==> src/design/ect_pkg.sv <==
package ect_pkg;

  // ----------------------------------------------------------------
  // Register map
  // ----------------------------------------------------------------
  localparam logic [15:0] ADDR_PORT_DIR  = 16'hFF20;
  localparam logic [15:0] ADDR_TMC_A     = 16'hFF70;
  localparam logic [15:0] ADDR_TCL_A     = 16'hFF71;
  localparam logic [15:0] ADDR_TMC_B     = 16'hFF74;
  localparam logic [15:0] ADDR_TCL_B     = 16'hFF75;
  localparam logic [15:0] ADDR_CMP_A     = 16'hFF6A;
  localparam logic [15:0] ADDR_CNT_A     = 16'hFF6B;
  localparam logic [15:0] ADDR_CMP_B     = 16'hFF6C;
  localparam logic [15:0] ADDR_CNT_B     = 16'hFF6D;

  // ----------------------------------------------------------------
  // Reset values
  // ----------------------------------------------------------------
  localparam logic [7:0]  RST_PORT_DIR   = 8'hFF;
  localparam logic [7:0]  RST_TMC        = 8'h00;
  localparam logic [7:0]  RST_TCL        = 8'h00;
  localparam logic [7:0]  RST_CMP        = 8'h00;

  // ----------------------------------------------------------------
  // Mode control field positions
  // ----------------------------------------------------------------
  localparam int          BIT_RUN        = 7;
  localparam int          BIT_PWM        = 6;
  localparam int          BIT_CASCADE    = 4;
  localparam int          BIT_FF_SET     = 3;
  localparam int          BIT_FF_CLR     = 2;
  localparam int          BIT_LVL_INV    = 1;
  localparam int          BIT_DRIVE_EN   = 0;
  localparam logic [7:0]  TMC_A_RD_MASK  = 8'hC3;
  localparam logic [7:0]  TMC_B_RD_MASK  = 8'hD3;
  localparam logic [7:0]  TCL_MASK       = 8'h07;

  // ----------------------------------------------------------------
  // Count clock selections and divider
  // ----------------------------------------------------------------
  localparam logic [2:0]  SEL_EXT_FALL   = 3'h0;
  localparam logic [2:0]  SEL_EXT_RISE   = 3'h1;
  localparam logic [2:0]  SEL_DIV1       = 3'h2;
  localparam logic [2:0]  SEL_DIV2       = 3'h3;
  localparam logic [2:0]  SEL_DIV8       = 3'h4;
  localparam logic [2:0]  SEL_DIV32      = 3'h5;
  localparam logic [2:0]  SEL_DIV128     = 3'h6;
  localparam logic [2:0]  SEL_TOP        = 3'h7;
  localparam int          DIV_BITS       = 12;
  localparam int          LOG_DIV2       = 1;
  localparam int          LOG_DIV8       = 3;
  localparam int          LOG_DIV32      = 5;
  localparam int          LOG_DIV128     = 7;
  localparam int          LOG_TOP_A      = 9;
  localparam int          LOG_TOP_B      = 12;

  localparam int          PIN_A          = 6;
  localparam int          PIN_B          = 7;

  typedef struct packed {
    logic run;
    logic pwm;
    logic ff_set;
    logic ff_clr;
    logic lvl_inv;
    logic drive_en;
  } ect_ctrl_type;

endpackage : ect_pkg

==> src/design/ect_channel.sv <==
`timescale 1ns/1ps
`default_nettype none
module ect_channel
  import ect_pkg::*;
(
  input  wire logic          ref_clk_in,
  input  wire logic          sys_rst_in,
  input  wire ect_ctrl_type  ctrl_in,
  input  wire logic          ctrl_wr_in,
  input  wire logic          tick_in,
  input  wire logic          hit_in,
  output logic [7:0]         count_out,
  output logic               match_irq_out,
  output logic               wave_out
);

  logic [7:0] count_reg;
  logic       ff_reg;
  logic       irq_reg;
  logic       ovf;

  assign ovf = tick_in && (count_reg == 8'hFF);

  // ----------------------------------------------------------------
  // Counter
  // ----------------------------------------------------------------
  always_ff @(posedge ref_clk_in) begin
    if (sys_rst_in || !ctrl_in.run) begin
      count_reg <= 8'h00;
    end else if (hit_in && !ctrl_in.pwm) begin
      count_reg <= 8'h00;
    end else if (tick_in) begin
      count_reg <= count_reg + 8'h01;                   // Wraps past FF
    end
  end

  always_ff @(posedge ref_clk_in) begin
    if (sys_rst_in) begin
      irq_reg <= 1'b0;
    end else begin
      irq_reg <= ctrl_in.run && hit_in;
    end
  end

  // ----------------------------------------------------------------
  // Output flip-flop
  // ----------------------------------------------------------------
  always_ff @(posedge ref_clk_in) begin
    if (sys_rst_in) begin
      ff_reg <= 1'b0;
    end else if (ctrl_wr_in && ctrl_in.ff_set && !ctrl_in.ff_clr) begin
      ff_reg <= 1'b1;
    end else if (ctrl_wr_in && ctrl_in.ff_clr && !ctrl_in.ff_set) begin
      ff_reg <= 1'b0;
    end else if (ctrl_in.pwm) begin
      // Stopped PWM holds the inactive level
      if (!ctrl_in.run || (ctrl_in.run && hit_in)) begin
        ff_reg <= 1'b0;
      end else if (ovf) begin
        ff_reg <= 1'b1;
      end
    end else if (ctrl_in.run && hit_in && ctrl_in.lvl_inv) begin
      ff_reg <= !ff_reg;
    end
  end

  assign count_out     = count_reg;
  assign match_irq_out = irq_reg;
  assign wave_out      = ctrl_in.pwm ? (ff_reg ^ ctrl_in.lvl_inv) : ff_reg;

endmodule : ect_channel
`default_nettype wire

==> src/design/ect_timer.sv <==
// What this block does
// - Drive enable routes output flip-flop to pin
// - Bit one: PWM polarity, else toggle enable
// - Set/clear strobes force flip-flop; never both
// - Set/clear strobes always read back zero
// - Cascade bit chains counters into sixteen bits
// - Mode bit: clear-and-start or PWM
// - Run low stops and zeroes count
// - Reset zeroes second mode control register
// - Direction bits: zero drives, reset all ones
// - Match clears count outside PWM, continues, raises interrupt
// - Interval equals compare plus one ticks outside PWM; 256 ticks in PWM
// - Event mode counts chosen external edge
// - Prescaler taps one through top divide
// - Compare registers reset zero, byte writes
// - Lowered compare wraps through overflow first
`timescale 1ns/1ps
`default_nettype none
module ect_timer
  import ect_pkg::*;
(
  input  wire logic        ref_clk_in,
  input  wire logic        sys_rst_in,
  input  wire logic [15:0] reg_addr_in,
  input  wire logic        reg_wr_in,
  input  wire logic        reg_rd_in,
  input  wire logic [7:0]  reg_wdata_in,
  output logic [7:0]       reg_rdata_out,
  input  wire logic [7:0]  port_latch_in,
  input  wire logic [7:0]  port_pin_in,
  output logic [7:0]       port_pin_out,
  output logic [7:0]       port_pin_oe_out,
  output logic             match_irq_a_out,
  output logic             match_irq_b_out
);

  logic [7:0]          port_dir_reg;
  logic [7:0]          mode_a_reg;
  logic [7:0]          mode_b_reg;
  logic [2:0]          sel_a_reg;
  logic [2:0]          sel_b_reg;
  logic [7:0]          cmp_a_reg;
  logic [7:0]          cmp_b_reg;
  logic [7:0]          rdata_reg;
  logic [DIV_BITS-1:0] div_reg;
  logic [1:0]          sync_a_reg;
  logic [1:0]          sync_b_reg;
  logic                last_a_reg;
  logic                last_b_reg;
  logic                wr_mode_a_reg;
  logic                wr_mode_b_reg;
  logic [7:0]          ff_strobe_a_reg;
  logic [7:0]          ff_strobe_b_reg;
  logic [7:0]          count_a;
  logic [7:0]          count_b;
  logic                tick_a;
  logic                tick_b;
  logic                hit_a;
  logic                hit_b;
  logic                cascade;
  logic                wave_a;
  logic                wave_b;
  logic                irq_a;
  logic                irq_b;
  ect_ctrl_type        ctrl_a;
  ect_ctrl_type        ctrl_b;

  // ----------------------------------------------------------------
  // Register writes
  // ----------------------------------------------------------------
  always_ff @(posedge ref_clk_in) begin
    if (sys_rst_in) begin
      port_dir_reg <= RST_PORT_DIR;
    end else if (reg_wr_in && reg_addr_in == ADDR_PORT_DIR) begin
      port_dir_reg <= reg_wdata_in;
    end
  end

  // Strobe bits are not stored; only their one-cycle effect remains
  always_ff @(posedge ref_clk_in) begin
    if (sys_rst_in) begin
      mode_a_reg <= RST_TMC;
      mode_b_reg <= RST_TMC;
    end else if (reg_wr_in && reg_addr_in == ADDR_TMC_A) begin
      mode_a_reg <= reg_wdata_in & TMC_A_RD_MASK;
    end else if (reg_wr_in && reg_addr_in == ADDR_TMC_B) begin
      mode_b_reg <= reg_wdata_in & TMC_B_RD_MASK;
    end
  end

  always_ff @(posedge ref_clk_in) begin
    if (sys_rst_in) begin
      wr_mode_a_reg   <= 1'b0;
      wr_mode_b_reg   <= 1'b0;
      ff_strobe_a_reg <= 8'h00;
      ff_strobe_b_reg <= 8'h00;
    end else begin
      wr_mode_a_reg   <= reg_wr_in && reg_addr_in == ADDR_TMC_A;
      wr_mode_b_reg   <= reg_wr_in && reg_addr_in == ADDR_TMC_B;
      ff_strobe_a_reg <= reg_wdata_in;
      ff_strobe_b_reg <= reg_wdata_in;
    end
  end

  always_ff @(posedge ref_clk_in) begin
    if (sys_rst_in) begin
      sel_a_reg <= RST_TCL[2:0];
      sel_b_reg <= RST_TCL[2:0];
    end else if (reg_wr_in && reg_addr_in == ADDR_TCL_A) begin
      sel_a_reg <= reg_wdata_in[2:0];
    end else if (reg_wr_in && reg_addr_in == ADDR_TCL_B) begin
      sel_b_reg <= reg_wdata_in[2:0];
    end
  end

  always_ff @(posedge ref_clk_in) begin
    if (sys_rst_in) begin
      cmp_a_reg <= RST_CMP;
      cmp_b_reg <= RST_CMP;
    end else if (reg_wr_in && reg_addr_in == ADDR_CMP_A) begin
      cmp_a_reg <= reg_wdata_in;
    end else if (reg_wr_in && reg_addr_in == ADDR_CMP_B) begin
      cmp_b_reg <= reg_wdata_in;
    end
  end

  // ----------------------------------------------------------------
  // Register reads
  // ----------------------------------------------------------------
  always_ff @(posedge ref_clk_in) begin
    if (sys_rst_in) begin
      rdata_reg <= 8'h00;
    end else if (reg_rd_in) begin
      unique case (reg_addr_in)
        ADDR_PORT_DIR: rdata_reg <= port_dir_reg;
        ADDR_TMC_A:    rdata_reg <= mode_a_reg;
        ADDR_TMC_B:    rdata_reg <= mode_b_reg;
        ADDR_TCL_A:    rdata_reg <= {5'h00, sel_a_reg};
        ADDR_TCL_B:    rdata_reg <= {5'h00, sel_b_reg};
        ADDR_CMP_A:    rdata_reg <= cmp_a_reg;
        ADDR_CMP_B:    rdata_reg <= cmp_b_reg;
        ADDR_CNT_A:    rdata_reg <= count_a;
        ADDR_CNT_B:    rdata_reg <= count_b;
        default:       rdata_reg <= 8'h00;
      endcase
    end
  end

  assign reg_rdata_out = rdata_reg;

  // ----------------------------------------------------------------
  // Prescaler and event inputs
  // ----------------------------------------------------------------
  always_ff @(posedge ref_clk_in) begin
    if (sys_rst_in) begin
      div_reg <= '0;
    end else begin
      div_reg <= div_reg + 1'b1;
    end
  end

  // Second stage alone feeds the edge detector
  always_ff @(posedge ref_clk_in) begin
    if (sys_rst_in) begin
      sync_a_reg <= 2'b00;
      sync_b_reg <= 2'b00;
      last_a_reg <= 1'b0;
      last_b_reg <= 1'b0;
    end else begin
      sync_a_reg <= {sync_a_reg[0], port_pin_in[PIN_A]};
      sync_b_reg <= {sync_b_reg[0], port_pin_in[PIN_B]};
      last_a_reg <= sync_a_reg[1];
      last_b_reg <= sync_b_reg[1];
    end
  end

  function automatic logic pick_tick(input logic [2:0] sel, input logic cur, input logic last,
                                     input logic [DIV_BITS-1:0] div, input int top_log);
    logic res;
    res = 1'b0;
    unique case (sel)
      SEL_EXT_FALL: res = last && !cur;
      SEL_EXT_RISE: res = !last && cur;
      SEL_DIV1:     res = 1'b1;
      SEL_DIV2:     res = &div[LOG_DIV2-1:0];
      SEL_DIV8:     res = &div[LOG_DIV8-1:0];
      SEL_DIV32:    res = &div[LOG_DIV32-1:0];
      SEL_DIV128:   res = &div[LOG_DIV128-1:0];
      SEL_TOP:      res = (top_log == LOG_TOP_A) ? &div[LOG_TOP_A-1:0] : &div;
    endcase
    return res;
  endfunction : pick_tick

  // ----------------------------------------------------------------
  // Counting and match
  // ----------------------------------------------------------------
  assign cascade = mode_b_reg[BIT_CASCADE];
  assign tick_a  = pick_tick(sel_a_reg, sync_a_reg[1], last_a_reg, div_reg, LOG_TOP_A);
  assign tick_b  = cascade ? (tick_a && count_a == 8'hFF && !hit_a)
                           : pick_tick(sel_b_reg, sync_b_reg[1], last_b_reg, div_reg, LOG_TOP_B);
  assign hit_a   = tick_a && (cascade ? ({count_b, count_a} == {cmp_b_reg, cmp_a_reg})
                                      : (count_a == cmp_a_reg));
  assign hit_b   = cascade ? hit_a : (tick_b && count_b == cmp_b_reg);

  assign ctrl_a = '{run: mode_a_reg[BIT_RUN], pwm: mode_a_reg[BIT_PWM],
                    ff_set: ff_strobe_a_reg[BIT_FF_SET], ff_clr: ff_strobe_a_reg[BIT_FF_CLR],
                    lvl_inv: mode_a_reg[BIT_LVL_INV], drive_en: mode_a_reg[BIT_DRIVE_EN]};
  assign ctrl_b = '{run: mode_b_reg[BIT_RUN], pwm: mode_b_reg[BIT_PWM],
                    ff_set: ff_strobe_b_reg[BIT_FF_SET], ff_clr: ff_strobe_b_reg[BIT_FF_CLR],
                    lvl_inv: mode_b_reg[BIT_LVL_INV], drive_en: mode_b_reg[BIT_DRIVE_EN]};

  ect_channel u_chan_a (
    .ref_clk_in    (ref_clk_in),
    .sys_rst_in    (sys_rst_in),
    .ctrl_in       (ctrl_a),
    .ctrl_wr_in    (wr_mode_a_reg),
    .tick_in       (tick_a),
    .hit_in        (hit_a),
    .count_out     (count_a),
    .match_irq_out (irq_a),
    .wave_out      (wave_a)
  );

  ect_channel u_chan_b (
    .ref_clk_in    (ref_clk_in),
    .sys_rst_in    (sys_rst_in),
    .ctrl_in       (ctrl_b),
    .ctrl_wr_in    (wr_mode_b_reg),
    .tick_in       (tick_b),
    .hit_in        (hit_b),
    .count_out     (count_b),
    .match_irq_out (irq_b),
    .wave_out      (wave_b)
  );

  // Cascade reports the sixteen-bit match on the upper channel only
  assign match_irq_a_out = irq_a && !cascade;
  assign match_irq_b_out = irq_b;

  // ----------------------------------------------------------------
  // Pins
  // ----------------------------------------------------------------
  // Timer level ORs with the latch, so the latch must be zero to route it
  always_comb begin
    port_pin_out        = port_latch_in;
    port_pin_out[PIN_A] = port_latch_in[PIN_A] | (ctrl_a.drive_en & wave_a);
    port_pin_out[PIN_B] = port_latch_in[PIN_B] | (ctrl_b.drive_en & wave_b);
  end

  assign port_pin_oe_out = ~port_dir_reg;

endmodule : ect_timer
`default_nettype wire

==> config.mk <==
export PLATFORM = sky130hd
export DESIGN_NAME = ect_timer
export DESIGN_NICKNAME = d
export VERILOG_FILES = /design/src/design/ect_pkg.sv /design/src/design/ect_channel.sv /design/src/design/ect_timer.sv
export SDC_FILE = /design/constraint.sdc
export NUM_CORES = 1
export LEC_CHECK = 0
export BUFFER_PORTS_ARGS = -buffer_cell sky130_fd_sc_hd__buf_4
export CORE_MARGIN = 2
export CORE_UTILIZATION = 25
export CTS_BUF_LIST = sky130_fd_sc_hd__clkbuf_4
export DETAILED_ROUTE_END_ITERATION = 8
export PLACE_DENSITY = 0.46
export SYNTH_ARGS = -nofsm -noshare
export SYNTH_HDL_FRONTEND = slang
export SYNTH_HIERARCHICAL = 1
export SYNTH_SLANG_ARGS = --single-unit
export TNS_END_PERCENT = 10
==> constraint.sdc <==
create_clock -name ref_clk_in -period 4.6 [get_ports ref_clk_in]
set_clock_uncertainty 0.05 [all_clocks]
set_input_delay 0.92 -clock ref_clk_in [delete_from_list [all_inputs] [get_ports ref_clk_in]]
set_output_delay 0.92 -clock ref_clk_in [all_outputs]
set_load 0.02 [all_outputs]
# Word level (Yosys, flattened, before mapping)
# Index checks and enable logic that the tools add are counted.
# totals
input_bits	44
ff_bits	91
wordCells	150
output_inout_bits	26
# op_classes
n_bitwise	10
n_addsub	3
n_eq_ne	30
n_mux	20
reduce_logical	65
# ops
operator	count
equality test 16 bit, second input constant	9
case mux 8 bit (9 select lines)	1
logical AND 1 bit	31
equality test 3 bit, second input constant	8
2-to-1 mux 1 bit	17
adder 8 x 1 -> 8 bit, second input constant	2
equality test 16 bit	1
equality test 8 bit	2
equality test 8 bit, second input constant	2
case mux 1 bit (8 select lines)	2
logical NOT 1 bit	14
adder 12 x 1 -> 12 bit, second input constant	1
equality test 3 x 2 -> 1 bit, second input constant	4
AND reduction 12 bit	1
inequality test 5 x 1 -> 1 bit, second input constant	2
AND reduction 2 bit	5
AND reduction 9 bit	1
inverter 8 bit	1
nonzero test 4 bit	2
AND reduction 7 bit	1
equality test 3 x 1 -> 1 bit, second input constant	2
logical NOT 3 bit	2
AND reduction 5 bit	1
logical OR 1 bit	4
6 further kinds	12

# Longest topological paths before layout
# logic_depth
ltp_word	15
mapped_depth	13
mapped_depth_nobuf	12

# Hierarchy
# The synthesis kept the hierarchy.
# by_module_without_submodules
module	instances	cells_per_inst	area_per_inst_um2
ect_timer	1	399	3593.4
ect_channel	2	54	498.0

# Least setup slack after synthesis
# OpenSTA, ideal clock, no wires.
# synth_timing
path_kind	reg-to-reg
startpoint	register div_reg[0]
endpoint	register u_chan_b.ff_reg
path_stages_with_launch	13
setup_ps	86
arrival_time_ps	3021
n_path_buf	1
path_slack_ps	1442
cell_sequence	dfxtp_1 > ha_1 > and3_1 > clkbuf_1 > and3_1 > ha_1 > and2_1 > a311oi_1 > a211oi_1 > a31o_2 > nand4_2 > or3_1 > a221oi_2
# synth_via
elab_chain_cells	14
# synth_rtl
element	line_no	rtl
start, declared	ect_timer.sv:45	logic [DIV_BITS-1:0] div_reg;
start signal, assigned	ect_timer.sv:158	div_reg <= div_reg + 1'b1;
AND reduction 9 bit (tied with other cells)	--	
case mux 1 bit (8 select lines) (*)	ect_timer.sv:181	unique case (sel)
named net tick_a	ect_timer.sv:56	logic tick_a;
logical AND 1 bit	ect_timer.sv:201	assign hit_a = tick_a && (cascade ? ({count_b, count_a} == {cmp_b_reg, cmp_a_reg})
logical NOT 1 bit	ect_timer.sv:199	assign tick_b = cascade ? (tick_a && count_a == 8'hFF && !hit_a)
logical AND 1 bit (*)	ect_timer.sv:199	
2-to-1 mux 1 bit (*)	ect_timer.sv:199	
named net tick_b	ect_timer.sv:57	logic tick_b;
logical AND 1 bit	ect_timer.sv:203	assign hit_b = cascade ? hit_a : (tick_b && count_b == cmp_b_reg);
2-to-1 mux 1 bit	ect_timer.sv:203	
logical AND 1 bit	ect_channel.sv:57, ect_channel.sv:62	
logical OR 1 bit	ect_channel.sv:57	if (!ctrl_in.run || (ctrl_in.run && hit_in)) begin
2-to-1 mux 1 bit	ect_channel.sv:57	
2-to-1 mux 1 bit	ect_channel.sv:55	end else if (ctrl_in.pwm) begin
2-to-1 mux 1 bit	ect_channel.sv:53	end else if (ctrl_wr_in && ctrl_in.ff_clr && !ctrl_in.ff_set) begin
2-to-1 mux 1 bit	ect_channel.sv:51	end else if (ctrl_wr_in && ctrl_in.ff_set && !ctrl_in.ff_clr) begin
end signal, assigned	ect_channel.sv:63	ff_reg <= !ff_reg;
end, declared	ect_channel.sv:18	logic ff_reg;
# Mark *: on every way through the listed nets, which the timed path passes. The rest lies on a longest branch.
# A chain may end at the register's enable or synchronous reset.

# Worst setup path in the final report
# Same ends and word-level chain as after synthesis.

==> metrics.txt <==
leakage power=around 2.2 nW; initial core utilization=around 26%; EDFF count, synth=0; nets=just under 600; vias in the first global route=around 3.8k; area leader, netlist=dfxtp_1; Post-synth ARST share=0%; CP Cell Sequence=ha_1 -> and3_1 -> and3_1 -> ha_1 -> and2_1 -> a311oi_1 -> a211oi_1 -> buf_4 -> a31o_2 -> nand4_2 -> or3_1 -> a221oi_2; most frequent cells in the layout=89 x dfxtp_1, 58 x nor2_1, 53 x buf_4; clock buffer depth=2; critical path type=reg -> reg; Critical Path Fanout Max=7; largest net degree at the start of global routing=73; DR iter-0 viols=between 100 and 150; # setup viols final=0; top cells by area, synth=dfxtp_1 39%, mux2i_1 10%, nor2_1 4.7%; Core ar.=approximately 0.018 mm2; Critical Path Slowest Stage Cell=or3_1; Slew HR=about 48%; Post-Synthesis Net Count=around 560; placed inst area=0.005146 mm2; Resized cells post-CTS=0; post-route cell area=roughly 0.0053 mm2; top cell type's share of synthesized area=about two fifths; TNS Setup=0 ns; antenna cell count=0; Area growth syn-to-layout=15.16%; die area=0.01946 mm2; Slew Viols, Final=0; worst-skew pair later-pin latency=0.47 ns; maxcap violations=0; P per Cell Area=~250 mW/mm2; H-tree levels=3; ys flop type=dfxtp_1; clk sinks=89; Fmax=0.3073 GHz; minimum clock period=roughly 3.3 ns; Port Buffers=slightly above 50; commonest non-fill, non-tap cell in the layout=dfxtp_1; Final ANT Viol Nets=0; slowest stage delay, CP=0.48 ns; Chip Height=about 140 um; post-synthesis register bit count=89; CTS tree=done; drt first pass iters=4; Remaining DRCs=0; Worst-Margin Slew=~0.78 ns; WP data arrival=between 3 and 4 ns; Netlist cell types=60; GRT Overall Usage=a little over an eighth; layout cells sized above 1=between 15 and 20%; HPWL after detailed placement=about 9.5 mm; Post-CTS Setup Inserts=0; Ports=70; first-pass GRT wire length=between 20 and 25 mm; final count of hold timing violations=0; Seq/Total Area, Yosys=between 30% and 40%; CTS Root Cell=clkbuf_4; Num CTS Buffers=9; initial antenna violation count=0; Critical Path RT=about 5 ns; Final Cycle Share=a little over two thirds; Vias/cell=between 4 and 5; Die Wd=between 100 and 150 um; remaining global-route overflow=0; max FFs per register=12; RePlAce Congestion=a little under 0.8; worst vdd ir=between 100 and 150 uV; crit path launch type=flip-flop; Yosys warnings=6; via count=around 3.7k; RSZ-0062 raised after global routing=no; WL final=roughly 13 mm; cells after synthesis=around 510; Setup crit end kind=flip-flop; synthesized area per cell=~9.1 um2; Post-CTS Hold Buffers=0; row cnt=49; Mapped Area=approximately 0.0046 mm2; Avg WL per Cell=around 16 um; hold crit path type=reg -> reg; status=complete, no violations; CTS clock-pin slew for the worst setup and hold paths=0.14 ns
==> cell families (layout without fill, tap and decap cells) <==
logic type	after synthesis	count (layout)	share of synthesized area, %
buffers and inverters	45	89	4.416
flip-flops	89	89	38.82
adder cells (fa/ha/maj)	6	6	1.636
AO/OA/AOI/OAI	73	73	11.45
multiplexers	51	51	11.23
XOR/XNOR	34	34	6.488
AND/OR/NAND/NOR	209	209	25.95
==> final timing paths <==
| check | end | startpoint | cells after the start | slack (ns) |
|---|---|---|---|---|
| max | u_chan_b/ff_reg | div_reg[0] | 12 | 1.35 |
| min | sync_b_reg[1] | sync_b_reg[0] | 1 | 0.40 |
| max reg2reg | u_chan_b/ff_reg | div_reg[0] | 12 | 1.35 |
| min reg2reg | sync_b_reg[1] | sync_b_reg[0] | 1 | 0.40 |
==> power by group <==
| group | internal [mW] | switching (mW) | total [mW] |
|---|---|---|---|
| registers | 0.776 | 0.00385 | 0.780 |
| clock network | 0.165 | 0.282 | 0.447 |
| logic | 0.0362 | 0.0507 | 0.0869 |
==> worst max-delay path, delay by kind of cell (launching register included) <==
kind / cells / cell delay (ns)
compound gates: 4 / 0.90
buf+inv: 1 / 0.23
fa+ha+maj: 2 / 0.33
simple gates: 5 / 1.18
flops: 1 / 0.46
==> synthesized netlist by cell type (3+ instances only) <==
master and count:
and2_1 5, xnor2_1 18, xor2_1 16, ha_1 6, mux2_2 4, nand4_1 8, o31ai_1 8, a31oi_1 6
nand2_1 39, nand3b_1 12, nand2b_1 3, a21oi_1 9, buf_2 6, dfxtp_1 89, nand3_1 11, and3_1 7
mux2i_1 47, and4b_1 3, nor2b_1 21, or4_1 4, or3_1 6, o21ai_1 5, or4_4 3, inv_1 20
a211oi_1 4, o21ai_0 9, nand4_2 4, o32ai_1 4, clkbuf_1 11, nor3_1 7, buf_4 7, a22oi_1 4
nor2_1 58, and3b_1 4, o22ai_1 4
==> layout make-up <==
type / count / area (um2)
clock buffer: 9 / 67.56
clock inverter: 7 / 71.32
fill: 1911 / 12680
inverter: 20 / 75.07
multi-input combinational: 373 / 2605
sequential: 89 / 1782
tap: 229 / 286.5
timing repair buffer: 53 / 397.9
==> per-stage QoR <==
stage                     total power, mW  setup WS [ns]  std cells  hold WS [ns]  util, %
after global routing                1.376          1.048        780        0.4346    29.42
after global placement             0.8824          1.400        764        0.3707    28.65
after CTS                           1.342          1.303        780        0.4059    29.42
final                               1.314          1.346        780        0.4006    29.42
after floorplan                    0.8446          1.442        507        0.3638        -
after detailed placement           0.8842          1.356        764        0.3704    28.65
==> metal layers <==
metal  routed length, um  global-route usage (%)
met1                5771                   17.42
met2                6193                   22.91
met3                 570                   2.959
met4                 273                   4.785
met5                   0                       0
No activity file was read; power rests on OpenSTA's default activity.
